===== src/sysc_pkg.sv =====
// Package: register map, field layout and reset values of the config bank
package sysc_pkg;
  localparam int IDX_W = 15;                         // Word index width
  localparam int DAT_W = 16;                         // Register width
  localparam int NPULL = 7;                          // Pull inhibit words
  // Register word indexes (byte address is four times the index)
  localparam logic [14:0] IDX_CLK_GATE_1 = 15'h1C02;
  localparam logic [14:0] IDX_CLK_GATE_2 = 15'h1C03;
  localparam logic [14:0] IDX_SLEW       = 15'h1C16;
  localparam logic [14:0] IDX_PULL_1     = 15'h1C17;
  localparam logic [14:0] IDX_PULL_2     = 15'h1C18;
  localparam logic [14:0] IDX_PULL_3     = 15'h1C19;
  localparam logic [14:0] IDX_PULL_4     = 15'h1C4C;
  localparam logic [14:0] IDX_PULL_5     = 15'h1C4D;
  localparam logic [14:0] IDX_PULL_6     = 15'h1C4F;
  localparam logic [14:0] IDX_PULL_7     = 15'h1C50;
  localparam logic [14:0] IDX_USB_SYS    = 15'h1C32;
  localparam logic [14:0] IDX_EXTMEM_SYS = 15'h1C33;
  localparam logic [14:0] IDX_BOOT_REC   = 15'h1C34;
  localparam logic [14:0] IDX_PIN_SEL    = 15'h1C00;
  localparam logic [14:0] IDX_REGULATOR  = 15'h7004;
  localparam logic [14:0] IDX_RTC_LO     = 15'h1900;
  localparam logic [14:0] IDX_RTC_HI     = 15'h197F;
  localparam logic [14:0] IDX_RTC_PWR    = 15'h1960;
  // Field positions
  localparam int PIN_SEL_A15 = 0;                    // Addr15 pin select
  localparam int PIN_SEL_A16 = 1;                    // Addr16 pin select
  localparam int REG_USB_EN  = 0;                    // USB regulator enable
  localparam int REG_VSEL    = 1;                    // Core voltage select
  localparam int USB_OSC_DIS = 2;                    // USB oscillator off
  localparam int SLEW_CLOCK_OUTPUT_PIN = 0;                    // Clock out slow slew
  localparam int SLEW_EXTMEM = 1;                    // Extmem slow slew
  // Reset values
  localparam logic [15:0] RST_PIN_SEL   = 16'h0003;
  localparam logic [15:0] RST_REGULATOR = 16'h0002;
  localparam logic [15:0] RST_USB_SYS   = 16'h0004;
  localparam logic [15:0] RST_EXTMEM    = 16'h0000;
  localparam logic [15:0] RST_SLEW      = 16'h0000;
  localparam logic [15:0] RST_PULL      = 16'h0000;
  localparam logic [15:0] RST_CLK_GATE  = 16'h0000;
  localparam logic [15:0] RST_RTC_PWR   = 16'h0000;
  // Timing: cycles from reset release to boot pin sample
  localparam logic [3:0]  BOOT_SAMPLE_CYCLES = 4'hA;
  // Byte lane codes
  localparam logic [1:0]  LANE_WORD = 2'h0;
  localparam logic [1:0]  LANE_HIGH = 2'h1;
  localparam logic [1:0]  LANE_LOW  = 2'h2;
  // Decoded configuration bundle
  typedef struct packed {
    logic        coreRegHighV;                       // 1.3 V when set
    logic        usbRegOn;                           // USB regulator on
    logic        usbOscOn;                           // USB oscillator on
    logic        sysRefExtClk;                       // Ref from ext clock
    logic [1:0]  extmemByteLane;                     // Extmem lane mode
    logic [1:0]  usbByteLane;                        // USB lane mode
    logic        slowSlewClkOut;                     // Clock out slow
    logic        slowSlewExtmem;                     // Extmem pins slow
    logic [15:0] clockGate1;                         // Clock gate word 1
    logic [15:0] clockGate2;                         // Clock gate word 2
    logic        busHolderEn;                        // Holder while off
  } sysc_cfg_t;
  // Boot state machine
  typedef enum logic [1:0] {
    BOOT_WAIT = 2'b00,
    BOOT_DONE = 2'b01
  } sysc_boot_t;
endpackage : sysc_pkg


===== src/sysc_config_regs.sv =====
// Module: system configuration register bank on classic Wishbone
//
// Design decision made here: the Wishbone register port.
`timescale 1ns/1ps
module sysc_config_regs #(
  parameter int ADDR_W = 17                          // Byte address width
) (
  input  wire logic                    clk,
  input  wire logic                    resetn,
  input  wire logic                    ce,
  input  wire logic [ADDR_W-1:0]       wbAdr,
  input  wire logic [31:0]             wbDatIn,
  input  wire logic [3:0]              wbSel,
  input  wire logic                    wbWe,
  input  wire logic                    wbCyc,
  input  wire logic                    wbStb,
  output logic [31:0]                  wbDatOut,
  output logic                         wbAck,
  input  wire logic                    clkSelPin,
  input  wire logic                    rtcOscOn,
  input  wire logic                    coreOff,
  input  wire logic [1:0]              extmemAddrHi,
  input  wire logic [1:0]              gpioOut,
  input  wire logic [1:0]              gpioDrive,
  input  wire logic [1:0]              padIn,
  output logic [1:0]                   padOut,
  output logic [1:0]                   padOutEnN,
  output logic [1:0]                   gpioIn,
  output logic [5:0]                   bootMethodRecord,
  output logic                         bootRecordValid,
  output logic [15:0]                  rtcPowerManagement,
  output logic [sysc_pkg::NPULL*16-1:0] pullEnable,
  output sysc_pkg::sysc_cfg_t          cfg
);
  import sysc_pkg::*;

  // Software visible registers
  logic [15:0] pinSel_reg;                           // Pin select word
  logic [15:0] regulator_reg;                        // Regulator control
  logic [15:0] usbSys_reg;                           // USB system control
  logic [15:0] extmemSys_reg;                        // Extmem control
  logic [15:0] slew_reg;                             // Slew control
  logic [15:0] gate1_reg;                            // Clock gate one
  logic [15:0] gate2_reg;                            // Clock gate two
  logic [15:0] rtcPwr_reg;                           // RTC power word
  logic [15:0] pull_reg [NPULL];                     // Pull inhibit words
  // Strap and boot capture
  logic        clkSel_reg;                           // Latched strap
  logic        strapDone_reg;                        // Strap caught
  logic [3:0]  bootCnt_reg;                          // Cycles since release
  logic [1:0]  bootPins_reg;                         // Sampled pin levels
  sysc_boot_t  boot_reg;                             // Boot sample state
  // Bus decode
  logic [IDX_W-1:0] idx;                             // Word index
  logic        req;                                  // New bus request
  logic        wrEn;                                 // Write this cycle
  logic        rtcHit;                               // In RTC window
  logic        rtcOk;                                // RTC window open
  logic [15:0] wdat;                                 // Byte merged data
  logic [15:0] rdat;                                 // Read mux
  logic [15:0] cur;                                  // Addressed word
  logic [2:0]  pullSlot;                             // Pull word number
  logic        pullHit;                              // Pull word hit

  assign idx    = wbAdr[ADDR_W-1:2];
  assign req    = ce && wbCyc && wbStb && !wbAck;
  assign wrEn   = req && wbWe;
  assign rtcHit = (idx >= IDX_RTC_LO) && (idx <= IDX_RTC_HI);
  assign rtcOk  = rtcOscOn;

  // Pull inhibit slot decode
  always_comb begin
    pullHit  = 1'b1;
    pullSlot = 3'h0;
    case (idx)
      IDX_PULL_1: pullSlot = 3'h0;
      IDX_PULL_2: pullSlot = 3'h1;
      IDX_PULL_3: pullSlot = 3'h2;
      IDX_PULL_4: pullSlot = 3'h3;
      IDX_PULL_5: pullSlot = 3'h4;
      IDX_PULL_6: pullSlot = 3'h5;
      IDX_PULL_7: pullSlot = 3'h6;
      default:    pullHit  = 1'b0;
    endcase
  end

  // Read mux; unmapped and blocked words read zero
  always_comb begin
    rdat = 16'h0000;
    case (idx)
      IDX_PIN_SEL:    rdat = pinSel_reg;
      IDX_REGULATOR:  rdat = regulator_reg;
      IDX_USB_SYS:    rdat = usbSys_reg;
      IDX_EXTMEM_SYS: rdat = extmemSys_reg;
      IDX_SLEW:       rdat = slew_reg;
      IDX_CLK_GATE_1: rdat = gate1_reg;
      IDX_CLK_GATE_2: rdat = gate2_reg;
      IDX_BOOT_REC:   rdat = {10'h000, bootMethodRecord};
      IDX_RTC_PWR:    rdat = rtcOk ? rtcPwr_reg : 16'h0000;
      default: begin
        if (pullHit) begin
          rdat = pull_reg[pullSlot];
        end
      end
    endcase
  end

  // Current word merged with enabled write bytes
  assign cur  = rdat;
  assign wdat = {wbSel[1] ? wbDatIn[15:8] : cur[15:8],
                 wbSel[0] ? wbDatIn[7:0]  : cur[7:0]};

  // Bus answer: one wait state, ack drops next enabled cycle
  always_ff @(posedge clk or negedge resetn) begin
    if (!resetn) begin
      wbAck    <= 1'b0;
      wbDatOut <= 32'h0000_0000;
    end else if (ce) begin
      wbAck <= req;
      if (req && !wbWe) begin
        wbDatOut <= {16'h0000, rdat};
      end
    end
  end

  // Pin select word; gpio mode after reset
  always_ff @(posedge clk or negedge resetn) begin
    if (!resetn) begin
      pinSel_reg <= RST_PIN_SEL;
    end else if (wrEn && idx == IDX_PIN_SEL) begin
      pinSel_reg <= {14'h0000, wdat[1:0]};
    end
  end

  // Regulator word: enable and voltage select
  always_ff @(posedge clk or negedge resetn) begin
    if (!resetn) begin
      regulator_reg <= RST_REGULATOR;
    end else if (wrEn && idx == IDX_REGULATOR) begin
      regulator_reg <= {14'h0000, wdat[1:0]};
    end
  end

  // USB system word: lane field and oscillator off bit
  always_ff @(posedge clk or negedge resetn) begin
    if (!resetn) begin
      usbSys_reg <= RST_USB_SYS;
    end else if (wrEn && idx == IDX_USB_SYS) begin
      usbSys_reg <= {13'h0000, wdat[2:0]};
    end
  end

  // Extmem system word: lane field
  always_ff @(posedge clk or negedge resetn) begin
    if (!resetn) begin
      extmemSys_reg <= RST_EXTMEM;
    end else if (wrEn && idx == IDX_EXTMEM_SYS) begin
      extmemSys_reg <= {14'h0000, wdat[1:0]};
    end
  end

  // Slew word and clock gate words
  always_ff @(posedge clk or negedge resetn) begin
    if (!resetn) begin
      slew_reg  <= RST_SLEW;
      gate1_reg <= RST_CLK_GATE;
      gate2_reg <= RST_CLK_GATE;
    end else if (wrEn) begin
      if (idx == IDX_SLEW) begin
        slew_reg <= {14'h0000, wdat[1:0]};
      end
      if (idx == IDX_CLK_GATE_1) begin
        gate1_reg <= wdat;
      end
      if (idx == IDX_CLK_GATE_2) begin
        gate2_reg <= wdat;
      end
    end
  end

  // RTC power word, writable only while oscillator runs
  always_ff @(posedge clk or negedge resetn) begin
    if (!resetn) begin
      rtcPwr_reg <= RST_RTC_PWR;
    end else if (wrEn && idx == IDX_RTC_PWR && rtcHit && rtcOk) begin
      rtcPwr_reg <= wdat;
    end
  end

  // Pull inhibit words, all pulls on after reset
  always_ff @(posedge clk or negedge resetn) begin
    if (!resetn) begin
      for (int i = 0; i < NPULL; i++) begin
        pull_reg[i] <= RST_PULL;
      end
    end else if (wrEn && pullHit) begin
      pull_reg[pullSlot] <= wdat;
    end
  end

  // Strap caught at first enabled edge after release
  always_ff @(posedge clk or negedge resetn) begin
    if (!resetn) begin
      clkSel_reg    <= 1'b1;
      strapDone_reg <= 1'b0;
    end else if (ce && !strapDone_reg) begin
      clkSel_reg    <= clkSelPin;
      strapDone_reg <= 1'b1;
    end
  end

  // Boot pin sample after fixed delay
  always_ff @(posedge clk or negedge resetn) begin
    if (!resetn) begin
      boot_reg     <= BOOT_WAIT;
      bootCnt_reg  <= 4'h0;
      bootPins_reg <= 2'h0;
      bootRecordValid <= 1'b0;                       // No record before sample
    end else if (ce) begin
      case (boot_reg)
        BOOT_WAIT: begin
          bootCnt_reg <= bootCnt_reg + 4'h1;
          if (bootCnt_reg == BOOT_SAMPLE_CYCLES - 4'h1) begin
            bootPins_reg <= padIn;
            boot_reg     <= BOOT_DONE;
            // Valid flag kept in its own flop for a clean output
            bootRecordValid <= 1'b1;
          end
        end
        BOOT_DONE: begin
          bootCnt_reg <= bootCnt_reg;
        end
        default: begin
          boot_reg <= BOOT_WAIT;
        end
      endcase
    end
  end

  assign bootMethodRecord = {4'h0, bootPins_reg};
  assign rtcPowerManagement = rtcPwr_reg;

  // Shared pad routing, registered
  always_ff @(posedge clk or negedge resetn) begin
    if (!resetn) begin
      padOut    <= 2'h0;
      padOutEnN <= 2'h3;
      gpioIn    <= 2'h0;
    end else if (ce) begin
      for (int p = 0; p < 2; p++) begin
        if (pinSel_reg[p]) begin
          // Gpio function: gpio block owns direction
          padOut[p]    <= gpioOut[p];
          padOutEnN[p] <= !gpioDrive[p];
          gpioIn[p]    <= padIn[p];
        end else begin
          // Address function: always driven
          padOut[p]    <= extmemAddrHi[p];
          padOutEnN[p] <= 1'b0;
          gpioIn[p]    <= 1'b0;
        end
      end
    end
  end

  // Decoded configuration outputs
  always_ff @(posedge clk or negedge resetn) begin
    if (!resetn) begin
      cfg <= '0;
      cfg.coreRegHighV <= 1'b1;
      cfg.sysRefExtClk <= 1'b1;
    end else if (ce) begin
      cfg.coreRegHighV <= regulator_reg[REG_VSEL];
      // Strap low keeps USB regulator on
      cfg.usbRegOn <= !clkSel_reg || regulator_reg[REG_USB_EN];
      // Strap low keeps USB oscillator on
      cfg.usbOscOn <= !clkSel_reg || !usbSys_reg[USB_OSC_DIS];
      cfg.sysRefExtClk   <= clkSel_reg;
      cfg.extmemByteLane <= extmemSys_reg[1:0];
      cfg.usbByteLane    <= usbSys_reg[1:0];
      cfg.slowSlewClkOut <= slew_reg[SLEW_CLOCK_OUTPUT_PIN];
      cfg.slowSlewExtmem <= slew_reg[SLEW_EXTMEM];
      cfg.clockGate1     <= gate1_reg;
      cfg.clockGate2     <= gate2_reg;
      cfg.busHolderEn    <= coreOff;
    end
  end

  // Pull enables, forced off while core is down
  always_ff @(posedge clk or negedge resetn) begin
    if (!resetn) begin
      pullEnable <= '1;
    end else if (ce) begin
      for (int k = 0; k < NPULL; k++) begin
        pullEnable[k*16 +: 16] <= coreOff ? 16'h0000 : ~pull_reg[k];
      end
    end
  end
endmodule : sysc_config_regs


===== config.mk =====
export PLATFORM = sky130hd
export DESIGN_NAME = sysc_config_regs
export DESIGN_NICKNAME = d
export VERILOG_FILES = /design/src/sysc_pkg.sv /design/src/sysc_config_regs.sv
export SDC_FILE = /design/constraint.sdc
export NUM_CORES = 1
export LEC_CHECK = 0
export ABC_AREA = 1
export BUFFER_PORTS_ARGS = -buffer_cell sky130_fd_sc_hd__buf_2
export CAP_MARGIN = 20
export CORE_MARGIN = 2
export CORE_UTILIZATION = 60
export CTS_BUF_LIST = sky130_fd_sc_hd__clkbuf_4 sky130_fd_sc_hd__clkbuf_8
export DETAILED_ROUTE_END_ITERATION = 10
export GPL_TIMING_DRIVEN = 0
export PLACE_DENSITY = 0.95
export SLEW_MARGIN = 25
export SYNTH_ARGS = -nofsm -noshare
export SYNTH_HDL_FRONTEND = slang
export SYNTH_SLANG_ARGS = --single-unit

===== constraint.sdc =====
create_clock -name clk -period 3.85 [get_ports clk]
set_clock_uncertainty 0.1 [all_clocks]
set_input_delay 0.385 -clock clk [delete_from_list [all_inputs] [get_ports clk]]
set_output_delay 0.385 -clock clk [all_outputs]
set_load 0.01 [all_outputs]

Yosys cells after proc, flatten, opt, wreduce, memory -nomap -nowiden

Cells that the tools add are included.

Flip-flop bits (word level): 360
Bits of input ports: 70
Output and inout bits: 217
Logic and storage cells: 133

$add $sub $neg: 1
Order comparisons: 4
Equality and inequality tests: 19
Multiplexer cells: 28
Bitwise gates (word level): 9
Reductions and logical operators: 34

Operators with widths:

| cell                 | number |
|---|---|
| $eq 15x13->1 const B | 15 |
| $mux 16              | 12 |
| $pmux 16 s9          | 1 |
| $bwmux 112           | 1 |
| $not 16->16          | 7 |
| $bmux 16 s3          | 1 |
| $demux 16 s3         | 1 |
| $pmux 3 s6           | 1 |
| $logic_and 1x1->1    | 16 |
| $mux 8               | 2 |
| $eq 15x15->1 const B | 1 |
| $ge 15x13->1 const B | 1 |
| $le 15x13->1 const B | 1 |
| $reduce_and 2->1     | 5 |
| $logic_not 1->1      | 7 |
| $mux 1               | 7 |
| $reduce_or 7->1      | 1 |
| $reduce_and 3->1     | 2 |
| $add 4x1->4 const B  | 1 |
| $eq 4x4->1 const B   | 1 |
| $ge 4x4->1 const B   | 1 |
| $lt 4x1->1 const B   | 1 |
| $not 3->4            | 1 |
| $pmux 2 s2           | 1 |
| other kinds (6)      | 7 |

Depth between registers and ports, before layout

Gate-level depths: netlist (run 1).

Word-level depth: 10
Gate-level depth with buffers: 17
Mapped depth without buffers: 15

Worst setup path before layout (run 1)

Ideal clock, no wire load.

Kind: in2reg
Start: in wbAdr[15]
End: reg pull_reg[15] in the netlist's numbering
Setup time: 0.119 ns
Arrival time: 1.893 ns
Data required time: 3.631 ns
Path slack: 1.738 ns
Stages on the path: 14
Buffers on the path: 2
Cells stage by stage: nor2_1 nand2_1 nor2_4 buf_6 nand2_2 nand3_2 inv_2 nand2_4 nand2_8 nor3_4 inv_2 buf_6 nand2_1 nand2_1

Word-level cells in the longest chain between the ends: 10
Elaborated cells between the ends (all ways): 33
Those cells by class: order compare: 2; eq/ne: 16; mux: 11; bitwise: 1; reduce/logical: 3

Ends and longest elaborated chain:

| item                                        | line                                             | RTL |
|---|---|---|
| start: declaration                          | sysc_config_regs.sv:11                           | `input wire logic [ADDR_W-1:0] wbAdr,` |
| $eq 15x13->1                                | sysc_config_regs.sv:75                           | `case (idx)` |
| $pmux 3 s6                                  | sysc_config_regs.sv:75                           |  |
| $not 3->4 (not written as such)             | sysc_config_regs.sv:102, sysc_config_regs.sv:197 |  |
| $bmux 16 s3                                 | sysc_config_regs.sv:102                          | `rdat = pull_reg[pullSlot];` |
| $mux 16 (not written as such) (2 in series) | sysc_config_regs.sv:102                          |  |
| $mux 16                                     | sysc_config_regs.sv:101                          | `if (pullHit) begin` |
| $pmux 16 s9                                 | sysc_config_regs.sv:90                           | `case (idx)` |
| $mux 8                                      | sysc_config_regs.sv:110                          | `assign wdat = {wbSel[1] ? wbDatIn[15:8] : cur[15:8],` |
| $bwmux 112                                  | sysc_config_regs.sv:197                          | `pull_reg[pullSlot] <= wdat;` |
| end signal: indexed assignment              | sysc_config_regs.sv:197                          |  |
| end: declaration                            | sysc_config_regs.sv:46                           | `logic [15:0] pull_reg [NPULL];` |

Several ways; a longest one is shown, not always the timed one. The select of a mux whose other input is x is not followed.
A chain may end at the register's enable or synchronous reset.

==> impl_results.md, run 1 <==
* Max-Cap Viols at 0
* Vias in the first global route at 15,100
* Cell Rows at 60
* DR WL met2 at between 20 and 25 mm
* Share of the synthesized area in the top cell type at 0.363
* DR DRC count at 0
* Share of cells above drive strength 1 at 0.274
* Area growth syn-to-layout at 19.1%
* GPL Wtd Cong at 0.968
* Root Driver: clkbuf_8
* Cts repair resizes at 0
* Top FF cell, synth: dfrtp_1
* Largest net degree at the start of global routing at 97
* DR vias at 15,500
* Final Hold Vio Count at 0
* Initial core utilization at 0.610
* Finished Layout Cells at roughly 2,600
* # clock sinks at about 360
* Fill cells at just under 2,000
* Worst slew margin at 0.309
* Layout Nets at about 2,300
* Design area at 0.0195 mm²
* Clock Latency Late Sink at 0.60 ns
* Most frequent cells in the layout: nand2_1 (646), buf_2 (263), nand3_1 (255)
* Area occupied by multi-input gates at 0.00630 mm²
* Critical path class: input pin to flip-flop
* Crit. End Element: flip-flop
* Die Area at 0.0287 mm²
* Register bit total from synthesis at roughly 360
* Post-Route WL at approximately 53 mm
* Post-Synthesis Cells at about 1,900
* Max Fanout on Critical Path at 10
* Min Tclk post-route at a little over 3 ns
* Vias/cell at 5.89
* Postcts setup bufs at 0
* CORE AREA at 0.0269 mm²
* Post-synthesis cell area at 0.0164 mm²
* Status: finished clean
* Drt initial violations at 1,940
* Routed len/inst at 20.3 µm
* Drt first pass iters at 6
* Largest area contributor in the netlist: dfrtp_1
* Clock buffer depth at 3
* Avg Cell Area, Syn at between 8 and 9 µm²
* Final setup viols at 0
* # IOs at between 200 and 300
* Slew Limit Fails at 0
* Maximum vdd drop at 0.417 mV
* Synth top area cells: dfrtp_1 (36%), dfstp_2 (19%), nand2_1 (15%)
* Length of routed wiring on met1 at 20.5 mm
* Tcrit/Tclk final at 0.797
* CTS tree: done
* Hold Buf Count CTS at 10
* RSZ-0062 raised after global routing: no
* Met3 wire len at 5.64 mm
* Dpl hpwl at 38.8 mm
* Port Buffers at 245
* Worst hold path class: input pin to flip-flop
* Static leakage at 10.0 nW
* Antenna violations before repair at 0
* Actual slew at the worst max-slew pin at a little over 1 ns
* Placed cell count at 2,517
* Netlist cell types at 40
* Post-synth ARST share at 1.00
* EDFF count, synth at 0
* WHS at around 0.0085 ns
* WP data arrival at 3.50 ns
* Final ANT Viol Nets at 0
* Total power at between 0.008 and 0.009 W
* F_max at 0.326 GHz
* TritonCTS Buffers at 55
* Commonest non-fill, non-tap cell in the layout: nand2_1
* Htree depth at 2
* Startpoint Class: input pin
* Power per cell area at 432 mW/mm²
* Die W at around 170 µm
* WP data required at 4.29 ns
* Die Y at 169 µm
* Sequential share of the synthesized area at 0.557
* Worst-path clk slew at 0.07 ns
* N_diodes at 0
* Top sig layer: met4
* Area after DPL at 0.0182 mm²
* Gr usage total at 0.373
* Register cell area after layout at 0.00914 mm²
* Remaining Overflow, GRT at 0
* YS warnings at 0
* First-pass GRT wire length at roughly 80 mm
-- metrics by stage --
step | utilization | TNS, ns | worst slack [ns]
2_1_floorplan | - | 0 | 1.74
6_report | 0.726 | 0 | 0.782
3_5_place_dp | 0.677 | 0 | 1.02
5_1_grt | 0.726 | 0 | 0.745
3_3_place_gp | 0.674 | -1245.11 | -4.22
4_1_cts | 0.726 | 0 | 0.946
-- path summary, 6_finish.rpt --
| check | startpoint | end | slack (ns) | cells past startpoint |
|---|---|---|---|---|
| hold reg to reg | pull_reg[21] | pullEnable[85] | 0.35 | 1 |
| min in group asynchronous | resetn | pull_reg[81] | 0.30 | 2 |
| max in group asynchronous | resetn | pullEnable[94] | 2.39 | 3 |
| hold / removal | extmemAddrHi[0] | padOut[0] | 0.008 | 3 |
| setup reg to reg | wbAck | gate2_reg[13] | 1.06 | 9 |
| setup / recovery | ce | padOutEnN[0] | 0.78 | 8 |
-- critical path, cell delays in order --
cell and delay, ns:
dlygate4sd3_1 0.54, buf_4 0.17, clkinv_1 0.29, clkbuf_1 0.63
clkbuf_1 0.66, nand2_1 0.13, o21ai_0 0.11, dlygate4sd3_1 0.58
-- Yosys cell counts (3+ instances only) --
master,number
nand2_1,646
nand3_1,255
dfrtp_1,238
o21ai_0,161
dfstp_2,121
inv_1,85
nor2_1,64
clkbuf_1,57
or2_2,39
nand4_1,37
buf_4,30
a21oi_1,28
buf_2,19
buf_1,13
nand2_2,13
o21a_1,12
nand3_2,10
nand3_4,9
inv_2,8
nor2_2,8
or2_0,8
buf_6,7
nor2_4,6
nor3_1,6
o22ai_1,5
clkinv_1,3
nand2_4,3
-- area by class of cell --
class                   count  share of cell area
repair buffers            258              0.0727
plain buffers             126              0.0339
clock inverters            17             0.00622
well taps                 341              0.0219
flip-flops and latches    359               0.468
clock buffers              86              0.0561
inverters                  96              0.0185
multi-input cells        1347               0.323
-- power breakdown --
group          switching (W)  internal [W]  leakage, nW  total (W)
clock                0.00154       0.00189        0.648    0.00343
combinational       0.000528      0.000289         4.88   0.000817
sequential          0.000147       0.00404         4.52    0.00419
total                0.00222       0.00622         10.0    0.00844
-- layer usage --
layer  vias to the layer above  GRT usage
met5                         -          0
met1                      7453      0.502
met4                         0      0.188
li1                       6844          -
met2                      1009      0.581
met3                       195     0.0779
-- logic make-up after synthesis --
group / count (synthesis) / share of synthesized area
compound gates: 210 / 0.0667
buf+inv: 222 / 0.0624
mux: 2 / 0.00122
fa+ha+maj: 2 / 0.00153
xor+xnor: 3 / 0.00160
flops: 359 / 0.557
simple gates: 1110 / 0.309
other cells: 1 / 0.000229
Note: power is estimated with default switching activity, not from simulation.
==> inputs of run 2 (changes only) <==
--- a/config.mk
+++ b/config.mk
@@ -9,11 +9,11 @@
 export BUFFER_PORTS_ARGS = -buffer_cell sky130_fd_sc_hd__buf_2
 export CAP_MARGIN = 20
 export CORE_MARGIN = 2
-export CORE_UTILIZATION = 60
+export CORE_UTILIZATION = 53
 export CTS_BUF_LIST = sky130_fd_sc_hd__clkbuf_4 sky130_fd_sc_hd__clkbuf_8
 export DETAILED_ROUTE_END_ITERATION = 10
 export GPL_TIMING_DRIVEN = 0
-export PLACE_DENSITY = 0.95
+export PLACE_DENSITY = 0.9
 export SLEW_MARGIN = 25
 export SYNTH_ARGS = -nofsm -noshare
 export SYNTH_HDL_FRONTEND = slang
==> constraint.sdc (replaced) <==
create_clock -name clk -period 2.72 [get_ports clk]
set_clock_uncertainty 0.1 [all_clocks]
set_input_delay 0.272 -clock clk [delete_from_list [all_inputs] [get_ports clk]]
set_output_delay 0.272 -clock clk [all_outputs]
set_load 0.01 [all_outputs]
==> run 2 against run 1 <==
  * Global-route usage fell by 4.2 points
  * Combinational power grew 43%
  * Die area rose by 13%
  * Sequential share of layout area decreased by 0.83 points
  * Critical endpoint is now gate1_reg[14]
  * Largest cell class unchanged
  * Largest power group unchanged
==> impl_results.md, run 2 (synthesis results as in run 1) <==
* N_diodes at 0 (unchanged)
* Maximum vdd drop at 0.702 mV (was 0.417 mV)
* Max-Cap Viols at 0 (unchanged)
* Vias/cell at 5.64 (was 5.89)
* Static leakage at 10.2 nW (was 10.0 nW)
* Routed len/inst at 19.9 µm (was 20.3 µm)
* Die Area at 0.0323 mm² (was 0.0287 mm²)
* Post-Route WL at 53.8 mm (was 53.3 mm)
* Setup TNS at 0 ns (unchanged)
* Final setup viols at 0 (unchanged)
* F_max at 0.381 GHz
* DR DRC count at 0 (unchanged)
* Commonest non-fill, non-tap cell in the layout: nand2_1 (unchanged)
* Design area at 0.0199 mm² (was 0.0195 mm²)
* Internal power at 0.00916 W (was 0.00622 W)
* Actual slew at the worst max-slew pin at 1.10 ns (was 1.04 ns)
* Antenna violations before repair at 0 (unchanged)
* Worst-path clk slew at 0.07 ns (about the same)
* Clock Latency Late Sink at 0.61 ns (was 0.60 ns)
* Total power at 0.0123 W (was 0.00844 W)
* Combinational power share at 0.095 (was 0.097)
* Drt first pass iters at 8 (was 6)
* Cell Rows at 64 (was 60)
* Area after DPL at 0.0183 mm² (was 0.0182 mm²)
* CORE AREA at 0.0305 mm² (was 0.0269 mm²)
* Startpoint Class: input pin (unchanged)
* Largest net degree at the start of global routing at 95 (was 97)
* Crit. End Element: flip-flop (unchanged)
* Power per cell area at 618 mW/mm² (was 432 mW/mm²)
* Worst slack, placed at -0.00500 ns (was 1.02 ns)
* Worst hold path class: input pin to flip-flop (unchanged)
* Sequential share of power at 0.482 (was 0.497)
* Die Y at 180 µm (was 169 µm)
* Dpl hpwl at 39.4 mm (was 38.8 mm)
* Final Hold Vio Count at 0 (unchanged)
* Remaining Overflow, GRT at 0 (unchanged)
* Initial core utilization at 0.537 (was 0.610)
* Layout Nets at 2,328 (was 2,315)
* Area growth syn-to-layout at 21.3% (was 19.1%)
* Htree depth at 2 (unchanged)
* CTS tree: done (unchanged)
* Vias in the first global route at 14,900 (was 15,100)
* Clock Power Share at 0.423 (was 0.406)
* Slew Limit Fails at 0 (unchanged)
* Finished Layout Cells at 2,699 (was 2,630)
* Critical path class: input pin to flip-flop (unchanged)
* WP data required at 3.09 ns (was 4.29 ns)
* Final ANT Viol Nets at 0 (unchanged)
* # IOs at 287 (unchanged)
* Switching Fraction at 0.255 (was 0.263)
* Psw at 0.00313 W (was 0.00222 W)
* Gr usage total at 0.332 (was 0.373)
* Placed cell count at 2,573 (was 2,517)
* Max Fanout on Critical Path at 10 (unchanged)
* First-pass GRT wire length at 84.3 mm (was 82.4 mm)
* Drt initial violations at 1,717 (was 1,940)
* WP data arrival at 3.00 ns (was 3.50 ns)
* Port Buffers at 245 (unchanged)
* TritonCTS Buffers at 56 (was 55)
* DR vias at 15,200 (was 15,500)
* Worst slew margin at 0.270 (was 0.309)
* Setup ws final at 0.0945 ns (was 0.782 ns)
* Share of cells above drive strength 1 at 0.279 (was 0.274)
* Clock buffer depth at 3 (unchanged)
* Most frequent cells in the layout: nand2_1 (646), buf_2 (263), nand3_1 (253) (was nand2_1 (646), buf_2 (263), nand3_1 (255))
* Die W at 180 µm (was 169 µm)
* Min Tclk post-route at 2.63 ns
* # clock sinks at 359 (unchanged)
* Status: finished clean (unchanged)
* GPL Wtd Cong at 0.962 (was 0.968)
* Tcrit/Tclk final at 0.965
* Root Driver: clkbuf_8 (unchanged)
==> run 2: routing by layer <==
metal / GRT usage / share of wire / vias up
li1: - / - / 6880
met1: 0.453 / 0.40 / 7344
met2: 0.530 / 0.46 / 852
met3: 0.0555 / 0.090 / 150
met4: 0.135 / 0.041 / 0
met5: 0 / 0 / -
==> run 2: power groups by stage <==
| stage | Combinational (W) | Clock [W] | Sequential (W) |
|---|---|---|---|
| floorplan | 0.000438 | 0 | 0.00607 |
| global placement | 0.00107 | 0 | 0.00600 |
| detailed placement | 0.00114 | 0 | 0.00601 |
| CTS | 0.00116 | 0.00520 | 0.00592 |
| global route | 0.00127 | 0.00544 | 0.00595 |
| finish | 0.00117 | 0.00519 | 0.00593 |
==> run 2: critical path, cell delays in order <==
cell and delay (ns):
dlygate4sd3_1 0.54, buf_2 0.17, nor2_1 0.17, nand2_1 0.17, nor2_2 0.16, nand2_2 0.12, nand3_2 0.13, inv_1 0.16
buf_2 0.25, nand2_1 0.09, nand3_1 0.08, nand3_1 0.26, nand3_4 0.21, nand3_1 0.14, nand2_1 0.07
==> run 2: through the flow <==
stage	utilization	hold slack [ns]
CTS	0.649	0.0279
detailed placement	0.600	0.121
floorplan	-	-0.124
finish	0.651	0.0372
global placement	0.596	0.331
global route	0.651	0.0858
==> run 2: cell type report <==
cell class,instances,area (µm²)
Timing Repair Buffer,270,1550
Buffer,126,667
Inverter,96,368
Fill cell,2511,10600
Multi-Input combinational cell,1347,6360
Sequential cell,359,9140
Clock buffer,89,1080
Tap cell,396,495
Clock inverter,16,218
==> run 2: what timing repair did <==
action	4_1_cts	5_1_grt
setup endpoints to repair	4	111
endpoints found under the hold margin	101	0
hold buffers	19	0
buffers inserted	0	2
gates resized for setup	1	18
==> run 2: path summary, 6_finish.rpt <==
check                      slack, ns          from  depth (start not counted)        endpoint
setup reg to reg                0.24         wbAck                         10    gate1_reg[9]
hold reg to reg                 0.35  pull_reg[24]                          1  pullEnable[88]
max in group asynchronous       0.97        resetn                          5  pullEnable[94]
min in group asynchronous       0.09        resetn                          2           wbAck
setup / recovery                0.09      wbAdr[9]                         15   gate1_reg[14]
hold / removal                  0.04          wbWe                          5     wbDatOut[2]
==> inputs of run 3 (changes only) <==
--- a/config.mk
+++ b/config.mk
@@ -14,6 +14,7 @@
 export DETAILED_ROUTE_END_ITERATION = 10
 export GPL_TIMING_DRIVEN = 0
 export PLACE_DENSITY = 0.9
+export SETUP_SLACK_MARGIN = 0.15
 export SLEW_MARGIN = 25
 export SYNTH_ARGS = -nofsm -noshare
 export SYNTH_HDL_FRONTEND = slang
==> run 3 against run 2 <==
  * Clock power barely moved
  * Fmax rose by 12%
  * Global-route usage did not move
  * Combinational power barely moved
  * Clock-buffer cell count did not move
  * Power barely moved
  * Sequential share of layout area rose by 0.12 points
  * Setup slack improved by 0.28 ns
  * Critical path type is now flip-flop to flip-flop
  * Critical endpoint is now gate1_reg[9]
==> impl_results.md, run 3 (synthesis results as in run 1) <==
* Status: finished clean (unchanged)
* N_diodes at 0 (unchanged)
* Reg2Reg Setup Slack at 0.37 ns (was 0.24 ns)
* Total power at 0.0123 W (about the same)
* DR vias at 15,300 (was 15,200)
* Htree depth at 2 (unchanged)
* Startpoint Class: flip-flop (was input pin)
* Dpl hpwl at 39.4 mm (unchanged)
* Remaining Overflow, GRT at 0 (unchanged)
* Combinational power share at 0.095 (about the same)
* Area after DPL at 0.0183 mm² (unchanged)
* Root Driver: clkbuf_8 (unchanged)
* Sequential share of power at 0.483 (was 0.482)
* Worst hold path startpoint: wbWe (unchanged)
* Worst-path clk slew at 0.07 ns (about the same)
* Setup ws final at 0.373 ns (was 0.0945 ns)
* Commonest non-fill, non-tap cell in the layout: nand2_1 (unchanged)
* Final Hold Vio Count at 0 (unchanged)
* Critical R2R Capture: gate1_reg[9] (unchanged)
* Cell Rows at 64 (unchanged)
* # IOs at 287 (unchanged)
* Clock Power Share at 0.422 (was 0.423)
* Crit path cell chain: inv_1, nand4_1, nor2_4, clkinv_2, nor2_4, inv_1, clkbuf_1, nand2_1, nand2_1 (was dlygate4sd3_1, buf_2, nor2_1, nand2_1, nor2_2, nand2_2, nand3_2, inv_1, buf_2, nand2_1, nand3_1, nand3_1, nand3_4, nand3_1, nand2_1)
* Worst hold path class: input pin to flip-flop (unchanged)
* Internal power at 0.00916 W (about the same)
* Die W at 180 µm (unchanged)
* Fill cells at 2,514 (was 2,511)
* Area growth syn-to-layout at 20.9% (was 21.3%)
* Switching Fraction at 0.254 (was 0.255)
* Actual slew at the worst max-slew pin at 1.00 ns (was 1.10 ns)
* GPL Wtd Cong at 0.962 (unchanged)
* CP max stage delay at 0.38 ns (was 0.54 ns)
* Drt initial violations at 1,682 (was 1,717)
* Post-Route WL at 53.9 mm (was 53.8 mm)
* Largest net degree at the start of global routing at 95 (unchanged)
* Port Buffers at 245 (unchanged)
* Die Area at 0.0323 mm² (unchanged)
* Clock Latency Late Sink at 0.61 ns (about the same)
* Power per cell area at 619 mW/mm² (was 618 mW/mm²)
* CTS tree: done (unchanged)
* Initial core utilization at 0.537 (unchanged)
* CORE AREA at 0.0305 mm² (unchanged)
* RSZ-0062 raised after global routing: no
* Vias in the first global route at 14,900 (about the same)
* Worst slew margin at 0.331 (was 0.270)
* Slowest CP cell: dfrtp_1 (was dlygate4sd3_1)
* Max Fanout on Critical Path at 10 (unchanged)
* Slew Limit Fails at 0 (unchanged)
* CP top delay family: simple AND/OR/NAND/NOR gates (unchanged)
* Share of cells above drive strength 1 at 0.275 (was 0.279)
* Min Tclk post-route at 2.35 ns (was 2.63 ns)
* Most frequent cells in the layout: nand2_1 (646), buf_2 (263), nand3_1 (255) (was nand2_1 (646), buf_2 (263), nand3_1 (253))
* WP data arrival at 2.72 ns (was 3.00 ns)
* RR Startpoint: wbAck (unchanged)
* Design area at 0.0198 mm² (was 0.0199 mm²)
* Layout Nets at 2,327 (was 2,328)
* # clock sinks at 359 (unchanged)
* Final ANT Viol Nets at 0 (unchanged)
* Tcrit/Tclk final at 0.863 (was 0.965)
* Clock buffer depth at 3 (unchanged)
* Core Util, Final at 0.650 (was 0.651)
* Worst slack, placed at -0.00500 ns (unchanged)
* Gr usage total at 0.332 (unchanged)
* First-pass GRT wire length at 84.3 mm (about the same)
* Psw at 0.00312 W (was 0.00313 W)
* Die Y at 180 µm (unchanged)
* Max-Cap Viols at 0 (unchanged)
* WP data required at 3.09 ns (about the same)
* WHS at 0.0404 ns (was 0.0372 ns)
* Crit. End Element: flip-flop (unchanged)
* Static leakage at 10.2 nW (about the same)
* F_max at 0.426 GHz (was 0.381 GHz)
* Final setup viols at 0 (unchanged)
* Antenna violations before repair at 0 (unchanged)
* Buf/Inv on CP at 4 (unchanged)
* Hold depth at 5 (unchanged)
* Critical path class: flip-flop to flip-flop (was input pin to flip-flop)
* Reg2Reg Depth at 9 (was 10)
* Maximum vdd drop at 0.703 mV (was 0.702 mV)
* DR DRC count at 0 (unchanged)
* Routed len/inst at 20.0 µm (was 19.9 µm)
* Drt first pass iters at 5 (was 8)
* Worst hold endpoint: wbDatOut[2] (unchanged)
* Vias/cell at 5.65 (was 5.64)
* TritonCTS Buffers at 56 (unchanged)
[run 3: changes by cell type in the layout (fill, tap and decap cells not counted), sizes merged]
cell	delta
buf	-1
clkinv	+2
clkinvlp	-2
[run 3: worst reg2reg max path, stage by stage (launching register included)]
cell and delay, ns:
dfrtp_1 0.38, inv_1 0.07, nand4_1 0.17, nor2_4 0.26, clkinv_2 0.26, nor2_4 0.30
inv_1 0.19, clkbuf_1 0.29, nand2_1 0.13, nand2_1 0.06
[run 3: through the flow]
step,setup TNS [ns],instances
after floorplan,0,1928
after global placement,-1629.21,2569
after detailed placement,-0.00500,2573
after CTS,0,2697
after global routing,0,2698
final,0,2698
[run 3: final cells by class]
type / count / area [µm²] / share of cell area
Inverter: 96 / 362 / 0.0182
Clock inverter: 16 / 218 / 0.0110
Buffer: 126 / 663 / 0.0335
Multi-Input combinational cell: 1347 / 6320 / 0.319
Timing Repair Buffer: 269 / 1540 / 0.0779
Clock buffer: 89 / 1080 / 0.0545
Tap cell: 396 / 495 / 0.0250
Sequential cell: 359 / 9140 / 0.461
[run 3: power by group through the flow]
stage | Clock (W) | Combinational, W | Sequential [W]
floorplan | 0 | 0.000438 | 0.00607
global placement | 0 | 0.00107 | 0.00600
detailed placement | 0 | 0.00114 | 0.00601
CTS | 0.00520 | 0.00116 | 0.00592
global route | 0.00544 | 0.00127 | 0.00595
finish | 0.00519 | 0.00116 | 0.00593
[run 3: worst max-delay path by stage]
stage                     slack, ns       endpoint  cells after the start  startpoint
after CTS                      0.20  gate2_reg[11]                      9       wbAck
after detailed placement     -0.005  pull_reg[108]                     15   wbAdr[15]
after global placement        -5.30        cfg[11]                      1      resetn
after global routing           0.18  gate2_reg[11]                      9       wbAck
after floorplan                0.70  gate1_reg[14]                      9       wbAck
final                          0.37   gate1_reg[9]                      9       wbAck
[run 3: metal layers]
metal | track usage | share of wire | up-vias
met5 | 0 | 0 | -
met4 | 0.132 | 0.040 | 0
met3 | 0.0537 | 0.092 | 148
met2 | 0.531 | 0.47 | 882
met1 | 0.454 | 0.40 | 7356
li1 | - | - | 6868
[run 3: what timing repair did]
item,4_1_cts,5_1_grt
cloned,0,0
setup buffers,0,1
hold buffers,19,0
resized for setup,4,2
pin swaps,0,1
setup endpoints to repair,42,30
hold endpoints to repair,102,0
